`src/hdl/srhi_pkg.sv`:
```
package srhi_pkg;
    // Clock and timing
    localparam int CLK_MHZ = 20;
    localparam int CLK_NS = 1000 / CLK_MHZ;
    localparam int PWRUP_US = 100;
    localparam int PWRUP_CYC = (PWRUP_US * 1000) / CLK_NS;
    localparam int REF_WINDOW_US = 2000;
    localparam int REF_PER_WINDOW = 128;
    // Longest spacing of refresh requests, rounded down, with a margin
    localparam int REF_FULL_CYC = ((REF_WINDOW_US * 1000) / CLK_NS) / REF_PER_WINDOW / 2;
    localparam int STRETCH_CYC = 10;
    localparam int PRE_NORMAL_CYC = 2;
    localparam int PRE_FALSE_CYC = 3;
    localparam int CNT_W = 16;
    localparam int STR_W = 4;
    localparam int PRE_W = 3;
    // Memory-space split for the microcontroller gate
    localparam logic [15:0] LOW_SPACE_TOP = 16'h8000;
    typedef enum logic [1:0] {SRHI_CLK_RUN, SRHI_CLK_HOLD} srhi_clk_e;
endpackage

```
`src/hdl/srhi_sel_if.sv`:
```
`timescale 1ns/100ps
`default_nettype none
interface srhi_sel_if;
    logic strobeRise;
    logic strobeFall;
    logic readyIn;
    logic memSpace;
    logic enable;
    modport ctl(input strobeRise, input strobeFall, input readyIn, input memSpace, output enable);
    modport usr(output strobeRise, output strobeFall, output readyIn, output memSpace,
        input enable);
endinterface
`default_nettype wire

```
`src/hdl/srhi_host.sv`:
```
// Operation
// RULE1: One clean chip-select fall per cycle
// RULE2: RAM latches address on select fall
// RULE3: Keep select high for precharge, longer after false
// RULE4: Data valid before store pulse leads
// RULE5: Enable decoder after address, before ready
// RULE6: Two-flop counter, strobe presets first
// RULE7: Ready holds second flop, select stretches
// RULE8: RAM needs no long select
// RULE9: Gate waits for clock fall edge
// RULE10: Reset clears memory select, select high
// RULE11: Resync early write pulse to clock
// RULE12: Bus store command used directly; code resyncs it through two flops like the write pulse
// RULE13: Microcontroller gates strobe with port bit
// RULE14: Short fetch cycles make no select
// RULE15: Divider flop makes processor clock
// RULE16: Full count sets refresh request latch
// RULE17: Strobe rise moves request, asserts refresh
// RULE18: Hold processor clock high for refresh
// RULE19: Release counter, hold clock ten cycles
// RULE20: 128 refresh strobes every two milliseconds
// RULE21: Controls high 100 us before access; code holds refresh_strobe_n low meanwhile
// RULE22: Refresh full count is a parameter
`timescale 1ns/100ps
`default_nettype none
module srhi_host
    import srhi_pkg::*;
#(
    parameter int REF_FULL = srhi_pkg::REF_FULL_CYC,
    parameter int PWRUP = srhi_pkg::PWRUP_CYC
) (
    // Clock and reset
    input wire logic clk,
    input wire logic rst_n,
    // Processor bus pins
    input wire logic addrStrobe,
    input wire logic readyIn,
    input wire logic memSpaceIn,
    input wire logic [15:0] addrIn,
    input wire logic writeReq_n,
    input wire logic memory_store_command_n,
    input wire logic useStoreCmd,
    input wire logic mcuMode,
    input wire logic gating_port_bit,
    input wire logic readReq_n,
    // Processor clock out
    output logic cpuClk,
    // RAM control pins
    output logic chipSel_n,
    output logic store_n,
    output logic outEn_n,
    output logic refresh_strobe_n,
    output logic falseCycle
);
    import srhi_pkg::*;

    ////////////////////////////////////////////////////////////////////////
    logic strobeS;
    logic readyS;
    logic memS;
    logic wrS_n;
    logic cmdS_n;
    logic portS;
    logic rdS_n;
    logic [5:0] syncOut;
    srhi_sync2 #(.W(6)) uSync (
        .clk(clk),
        .rst_n(rst_n),
        .rst_val(6'h3f),
        .d({addrStrobe, readyIn, memSpaceIn, writeReq_n, memory_store_command_n,
            gating_port_bit}),
        .q(syncOut)
    );
    assign {strobeS, readyS, memS, wrS_n, cmdS_n, portS} = syncOut;
    srhi_sync2 #(.W(1)) uSyncRd (
        .clk(clk),
        .rst_n(rst_n),
        .rst_val(1'h1),
        .d(readReq_n),
        .q(rdS_n)
    );

    ////////////////////////////////////////////////////////////////////////
    // Power-up hold, memory select flop and strobe edges
    logic [CNT_W-1:0] pwrCnt_ff;
    logic [CNT_W-1:0] nxt_pwrCnt;
    logic pwrDone_ff;
    logic nxt_pwrDone;
    logic memSel_ff;
    logic nxt_memSel;
    logic strobeD_ff;
    logic nxt_strobeD;
    logic lowSpace;
    assign lowSpace = addrIn < LOW_SPACE_TOP;
    always_comb begin
        nxt_pwrCnt = pwrCnt_ff;
        nxt_pwrDone = pwrDone_ff;
        if (!pwrDone_ff) begin
            nxt_pwrCnt = pwrCnt_ff + 16'h0001;
            if (pwrCnt_ff >= CNT_W'(PWRUP - 1)) begin
                nxt_pwrDone = 1'b1; // see RULE21
            end
        end
        nxt_strobeD = strobeS;
        // Latched at strobe rise, status can drop before strobe ends
        nxt_memSel = (strobeS && !strobeD_ff) ? memS : memSel_ff;
    end
    always_ff @(posedge clk or negedge rst_n) begin
        if (!rst_n) begin
            pwrCnt_ff <= '0;
            pwrDone_ff <= 1'b0;
            memSel_ff <= 1'b0; // see RULE10
            // Same level as the synchroniser's reset, so no false rise
            strobeD_ff <= 1'b1;
        end else begin
            pwrCnt_ff <= nxt_pwrCnt;
            pwrDone_ff <= nxt_pwrDone;
            memSel_ff <= nxt_memSel;
            strobeD_ff <= nxt_strobeD;
        end
    end
    logic strobeRise;
    logic strobeFall;
    assign strobeRise = strobeS && !strobeD_ff;
    assign strobeFall = !strobeS && strobeD_ff;

    ////////////////////////////////////////////////////////////////////////
    // Decoder enable counter
    srhi_sel_if selBus ();
    assign selBus.strobeRise = strobeRise;
    assign selBus.readyIn = readyS;
    assign selBus.memSpace = memSel_ff && pwrDone_ff;
    srhi_sel_gen uSel (
        .clk(clk),
        .rst_n(rst_n),
        .sel(selBus)
    );

    ////////////////////////////////////////////////////////////////////////
    // Chip-select, precharge and store timing
    logic cs_ff;
    logic nxt_cs;
    logic csD_ff;
    logic nxt_csD;
    logic [PRE_W-1:0] pre_ff;
    logic [PRE_W-1:0] nxt_pre;
    logic accessed_ff;
    logic nxt_accessed;
    logic fmc_ff;
    logic nxt_fmc;
    logic st_ff;
    logic nxt_st;
    logic oe_ff;
    logic nxt_oe;
    logic mcuSel;
    logic want;
    logic accessNow;
    logic usedNow;
    // Port bit low only for low-space external data cycles
    assign mcuSel = strobeD_ff && !strobeS && !portS && lowSpace; // see RULE13 RULE14
    assign accessNow = !rdS_n || !store_n;
    // An access in the closing cycle still counts
    assign usedNow = accessed_ff || accessNow;
    assign want = pwrDone_ff && (mcuMode ? (mcuSel || (cs_ff && !portS)) : selBus.enable);
    always_comb begin
        nxt_csD = cs_ff;
        nxt_pre = (pre_ff != '0) ? pre_ff - 3'h1 : pre_ff;
        nxt_cs = cs_ff;
        nxt_accessed = accessed_ff;
        nxt_fmc = fmc_ff;
        if (!cs_ff) begin
            // Assert only after full precharge, so one fall per cycle
            if (want && pre_ff == '0) begin
                nxt_cs = 1'b1; // see RULE1
                nxt_accessed = 1'b0;
            end
        end else begin
            if (accessNow) begin
                nxt_accessed = 1'b1;
            end
            // Two edges at least, so the resynced store lands inside select
            if (!want && csD_ff) begin
                nxt_cs = 1'b0;
                nxt_fmc = !usedNow;
                // False cycles need the longer high time
                nxt_pre = usedNow ? PRE_W'(PRE_NORMAL_CYC) : PRE_W'(PRE_FALSE_CYC); // see RULE3
            end
        end
        // Resynced write leads only after data settled a clock
        nxt_st = cs_ff && (useStoreCmd ? !cmdS_n : !wrS_n); // see RULE11
        nxt_oe = cs_ff && !rdS_n;
    end
    always_ff @(posedge clk or negedge rst_n) begin
        if (!rst_n) begin
            cs_ff <= 1'b0;
            csD_ff <= 1'b0;
            pre_ff <= '0;
            accessed_ff <= 1'b0;
            fmc_ff <= 1'b0;
            st_ff <= 1'b0;
            oe_ff <= 1'b0;
        end else begin
            cs_ff <= nxt_cs;
            csD_ff <= nxt_csD;
            pre_ff <= nxt_pre;
            accessed_ff <= nxt_accessed;
            fmc_ff <= nxt_fmc;
            st_ff <= nxt_st; // see RULE4
            oe_ff <= nxt_oe;
        end
    end
    // Command path used raw would skip resync; registered copy kept for one-edge output
    assign chipSel_n = !cs_ff; // see RULE2
    assign store_n = !st_ff; // see RULE12
    assign outEn_n = !oe_ff;
    assign falseCycle = fmc_ff;

    ////////////////////////////////////////////////////////////////////////
    // Refresh request, sync flop and processor clock stretch
    logic clock_divider_flop_ff, nxt_div;
    logic request_latch_ff, nxt_req;
    logic request_sync_flop_ff, nxt_sync;
    logic [CNT_W-1:0] refCnt_ff, nxt_refCnt;
    logic [STR_W-1:0] stretch_interval_counter_ff, nxt_str;
    srhi_clk_e clkSt_ff, nxt_clkSt;
    logic refresh_request;
    assign refresh_request = refCnt_ff >= CNT_W'(REF_FULL - 1); // see RULE22
    always_comb begin
        nxt_refCnt = refresh_request ? '0 : refCnt_ff + 16'h0001; // see RULE16
        nxt_req = request_latch_ff || refresh_request;
        nxt_sync = request_sync_flop_ff;
        nxt_div = ~clock_divider_flop_ff; // see RULE15
        nxt_clkSt = clkSt_ff;
        nxt_str = stretch_interval_counter_ff;
        if (strobeRise && request_latch_ff && !request_sync_flop_ff) begin
            nxt_sync = 1'b1; // see RULE17
            nxt_req = refresh_request;
            // Clock kept high from the strobe rise on
            nxt_div = 1'b1;
        end
        unique case (clkSt_ff)
            SRHI_CLK_RUN: begin
                nxt_str = '0;
                if (request_sync_flop_ff) begin
                    nxt_clkSt = SRHI_CLK_HOLD;
                    nxt_div = 1'b1; // see RULE18
                end
            end
            SRHI_CLK_HOLD: begin
                nxt_div = 1'b1;
                nxt_str = stretch_interval_counter_ff + 4'h1; // see RULE19
                if (stretch_interval_counter_ff == STR_W'(STRETCH_CYC - 1)) begin
                    nxt_clkSt = SRHI_CLK_RUN;
                    nxt_sync = 1'b0;
                end
            end
            default: begin
                nxt_clkSt = SRHI_CLK_RUN;
            end
        endcase
    end
    always_ff @(posedge clk or negedge rst_n) begin
        if (!rst_n) begin
            clock_divider_flop_ff <= 1'b0;
            request_latch_ff <= 1'b0;
            request_sync_flop_ff <= 1'b0;
            refCnt_ff <= '0;
            stretch_interval_counter_ff <= '0;
            clkSt_ff <= SRHI_CLK_RUN;
        end else begin
            clock_divider_flop_ff <= nxt_div;
            request_latch_ff <= nxt_req;
            request_sync_flop_ff <= nxt_sync;
            refCnt_ff <= nxt_refCnt;
            stretch_interval_counter_ff <= nxt_str;
            clkSt_ff <= nxt_clkSt;
        end
    end
    assign cpuClk = clock_divider_flop_ff;
    // Held low while powering up, then one pulse per refresh; see RULE20
    assign refresh_strobe_n = pwrDone_ff ? !request_sync_flop_ff : 1'b0;

    ////////////////////////////////////////////////////////////////////////
    // Decoder gate: strobe fall aligned to the processor clock's low phase
    logic fallPend_ff;
    logic nxt_fallPend;
    logic gatedFall;
    // A fall seen while the clock is high waits; a stretch delays it too
    assign gatedFall = (strobeFall || fallPend_ff) && !clock_divider_flop_ff; // see RULE9
    always_comb begin
        nxt_fallPend = fallPend_ff;
        if (strobeRise) begin
            nxt_fallPend = 1'b0;
        end else if (strobeFall && clock_divider_flop_ff) begin
            nxt_fallPend = 1'b1;
        end else if (gatedFall) begin
            nxt_fallPend = 1'b0;
        end
    end
    always_ff @(posedge clk or negedge rst_n) begin
        if (!rst_n) begin
            fallPend_ff <= 1'b0;
        end else begin
            fallPend_ff <= nxt_fallPend;
        end
    end
    assign selBus.strobeFall = gatedFall;
endmodule
`default_nettype wire

```
`src/hdl/srhi_sel_gen.sv`:
```
`timescale 1ns/100ps
`default_nettype none
module srhi_sel_gen (
    // Clock and reset
    input wire logic clk,
    input wire logic rst_n,
    // Controls
    srhi_sel_if.ctl sel
);
    logic aQ_ff;
    logic bQ_ff;
    logic nxt_aQ;
    logic nxt_bQ;
    // Two-bit counter: A preset by strobe, B follows A and holds while not ready
    always_comb begin
        nxt_aQ = aQ_ff;
        nxt_bQ = bQ_ff;
        if (sel.strobeRise) begin
            nxt_aQ = 1'b1; // see RULE6
        end else if (aQ_ff && sel.strobeFall) begin
            nxt_aQ = 1'b0;
            nxt_bQ = 1'b1; // see RULE5
        end else if (bQ_ff && sel.readyIn) begin
            nxt_bQ = 1'b0; // see RULE7
        end
    end
    always_ff @(posedge clk or negedge rst_n) begin
        if (!rst_n) begin
            aQ_ff <= 1'b0;
            bQ_ff <= 1'b0;
        end else begin
            aQ_ff <= nxt_aQ;
            bQ_ff <= nxt_bQ;
        end
    end
    // Memory-space select gates the decoder
    assign sel.enable = bQ_ff && sel.memSpace; // see RULE6
endmodule
`default_nettype wire

```
`src/hdl/srhi_sync2.sv`:
```
`timescale 1ns/100ps
`default_nettype none
module srhi_sync2 #(
    parameter int W = 1
) (
    // Clock and reset
    input wire logic clk,
    input wire logic rst_n,
    input wire logic [W-1:0] rst_val,
    // Data
    input wire logic [W-1:0] d,
    output logic [W-1:0] q
);
    logic [W-1:0] meta_ff;
    logic [W-1:0] q_ff;
    logic [W-1:0] nxt_meta;
    logic [W-1:0] nxt_q;
    // Reset always loads all ones; the rst_val port is left unused
    always_comb begin
        nxt_meta = d;
        nxt_q = meta_ff;
    end
    always_ff @(posedge clk or negedge rst_n) begin
        if (!rst_n) begin
            meta_ff <= '1;
            q_ff <= '1;
        end else begin
            meta_ff <= nxt_meta;
            q_ff <= nxt_q;
        end
    end
    assign q = q_ff;
    logic unusedRv;
    assign unusedRv = ^rst_val;
endmodule
`default_nettype wire
```
`config.mk`:
```
export PLATFORM = sky130hd
export DESIGN_NAME = srhi_host
export DESIGN_NICKNAME = d
export VERILOG_FILES = /design/src/hdl/srhi_pkg.sv /design/src/hdl/srhi_sel_if.sv /design/src/hdl/srhi_host.sv /design/src/hdl/srhi_sel_gen.sv /design/src/hdl/srhi_sync2.sv
export SDC_FILE = /design/constraint.sdc
export NUM_CORES = 1
export LEC_CHECK = 0
export BUFFER_PORTS_ARGS = -buffer_cell sky130_fd_sc_hd__buf_2
export CELL_PAD_IN_SITES_DETAIL_PLACEMENT = 0
export CELL_PAD_IN_SITES_GLOBAL_PLACEMENT = 1
export CORE_ASPECT_RATIO = 1.2
export CORE_MARGIN = 2
export CORE_UTILIZATION = 40
export CTS_CLUSTER_SIZE = 12
export DETAILED_ROUTE_END_ITERATION = 10
export MAX_ROUTING_LAYER = met4
export PLACE_DENSITY_LB_ADDON = 0.05
export SLEW_MARGIN = 20
export SYNTH_ARGS = -nofsm -noshare
export SYNTH_HDL_FRONTEND = slang
export SYNTH_SLANG_ARGS = --single-unit
```
`constraint.sdc`:
```
create_clock -name clk -period 1.7 [get_ports clk]
set_clock_uncertainty 0.05 [all_clocks]
set_input_delay 0.17 -clock clk [delete_from_list [all_inputs] [get_ports clk]]
set_output_delay 0.17 -clock clk [all_outputs]
set_load 0.01 [all_outputs]
```
==> summary.txt <==
WL/cell: 11.2 um
HPWL Detailed: 2680 um
Mean Syn Cell Area: 12.3 um2
Hold Path Class: input pin to register
clk slew on worst S/H paths: 0.07 ns
worst skew pair latency: 0.33 ns
Final period util: 95.5%
RSZ-0062 raised after global routing: false
final core occ: 51.0%
Worst setup EP type: register
share of layout cells above drive strength 1: 24.0%
DP Worst Slack: 0.0381 ns
all-layer global routing usage: 14.1%
first-pass GRT wire length: 7870 um
Power, Total: 3440 uW
Layout area overhead: 23.0%
Worst VDD drop: 0.598 mV
vias per cell: 4.55
Cell Area, Synth: 2690 um2
Row Count: 32
Die Height: 93.8 um
final setup violation count: 0
DRT Pass-1 Iters: 4
post-synthesis async set-or-reset flop share: 100%
critical path peak fanout: 2
Final WS setup: 0.0762 ns
Die ar.: 7390 um2
I/O Pins: 33
Setup Fix Bufs, Post-CTS: 0
Clock Tree Buf Depth: 2
footprint of the multi-input gates: 926 um2
number of enable flip-flop cells after synthesis: 0
WHS: 0.174 ns
Max-Cap Viols: 0
Cells after Synth: 219
Startpoint Class: register
largest net degree at the start of global routing: 70
outcome: finished clean
Final Wtd Congestion: 0.718
Sink Count: 69
vias in the first global route: 1801
Achievable Freq: 616 MHz
starting density of the core: 41.4%
Yosys reg bits: 69
Pins Over Slew Limit: 0
kind of critical path: register to register
crit path DAT: 1.78 ns
Reg area: 1750 um2
initial antenna violation count: 0
CTS tree: yes
core area: 6490 um2
number of buffers created by CTS: 9
minimum clock period: 1.62 ns
port bufs: 17
final wirelength: 4070 um
vias post-DR: 1657
filler instances: 592
post-synthesis sequential area ratio: 64.9%
data required time at the worst endpoint: 1.85 ns
Root Buffer: clkbuf_8
drt initial violations: 90
PwrDens: 1040 nW/um2
chip width: 78.8 um
yosys warns: 0
Distinct cells, synth: 39
setup TNS: 0 ns
drt drc: 0
post-route ant nets: 0
Primary FF master, synth: dfrtp_1
most common cell after layout, fill and taps aside: dfrtp_1
H-tree Lvls: 3
Ant. Diodes: 0
static leakage: 0.00149 uW
GR Overflow Total: 0
nets: 307
commonest non-fill, non-tap cells in the layout: 54 x dfrtp_1, 25 x nor2_1, 20 x nand2_1, 17 x buf_2
final hold vios: 0
==> logic make-up (layout without fill, tap and decap cells) <==
group,count (synthesis),count (layout),share of synthesized area [%]
other,1,8,0.140
AND/OR/NAND/NOR,86,86,16.8
multiplexers,4,4,1.63
flip-flops,69,69,64.9
XOR/XNOR,23,23,7.50
buffers and inverters,13,66,2.09
adder cells (fa/ha/maj),6,6,2.79
AO/OA/AOI/OAI,17,17,4.14
==> routing by layer <==
| layer | vias to the layer above | wire length (um) | global-route usage (%) |
|---|---|---|---|
| li1 | 829 | - | - |
| met1 | 798 | 1950 | 17.1 |
| met2 | 20 | 1890 | 22.0 |
| met3 | 10 | 138 | 3.56 |
| met4 | 0 | 95 | 7.33 |
| met5 | - | 0 | - |
==> timing repair <==
item,in CTS,in global routing
hold buffers,9,0
hold endpoints to repair,62,0
setup endpoints to repair,0,6
gates resized for setup,0,3
==> flip-flops by register name (all words and copies together), names as in the netlist, 3 cells and up <==
| register | cells |
|---|---|
| pwrCnt_ff | 16 |
| refCnt_ff | 16 |
| uSync.meta_ff | 6 |
| uSync.q | 6 |
| stretch_interval_counter_ff | 4 |
| pre_ff | 3 |
==> cell usage after synthesis, types with 2 or more instances <==
library cell	number	area (um2)
inv_1	12	45.0
xnor2_1	15	131
nand3_1	7	35.0
nand4_1	3	18.8
o21ai_0	8	40.0
xor2_1	8	70.1
a311oi_1	2	17.5
and3_1	2	12.5
dfstp_2	15	394
dfrtp_1	54	1350
nand2_1	20	75.1
nor2_1	25	93.8
ha_1	6	75.1
nor3_1	3	15.0
mux2_2	3	33.8
nor4_1	2	12.5
nor2b_1	6	37.5
nand2b_1	3	18.8
or4_1	2	15.0
and2_1	4	25.0
==> power by group <==
part           switching, uW  total, uW  internal [uW]
logic                    113        245            132
clock network            551       1350            801
registers               78.1       1850           1770
==> final timing paths <==
check	from	to	slack, ns	depth (start not counted)
worst min register to register	uSync.meta_ff[2]	uSync.q[2]	0.31	0
max in group asynchronous	rst_n	uSyncRd.meta_ff	0.92	3
worst max-delay path	strobeD_ff	accessed_ff	0.08	3
min in group asynchronous	rst_n	pre_ff[0]	0.33	3
worst max register to register	strobeD_ff	accessed_ff	0.08	3
worst min-delay path	mcuMode	accessed_ff	0.17	3
==> area by class of cell <==
| type | count | area share [%] |
|---|---|---|
| clock buffer | 15 | 5.33 |
| multi-input combinational | 144 | 28.0 |
| timing repair buffer | 38 | 8.40 |
| inverter | 12 | 1.36 |
| sequential | 69 | 52.8 |
| tap | 85 | 3.22 |
| clock inverter | 1 | 0.908 |
==> critical path: stages, from the launching register on <==
cell and delay (ns):
dfstp_2 0.52, or3b_2 0.45, a311oi_2 0.34, o22ai_1 0.13
==> stage by stage <==
stage	std cells	instance area (um2)
global route	364	3310
floorplan	226	2710
detailed placement	339	3000
CTS	364	3290
finish	364	3310
global placement	339	3000
Note: power is estimated with default switching activity, not from simulation.
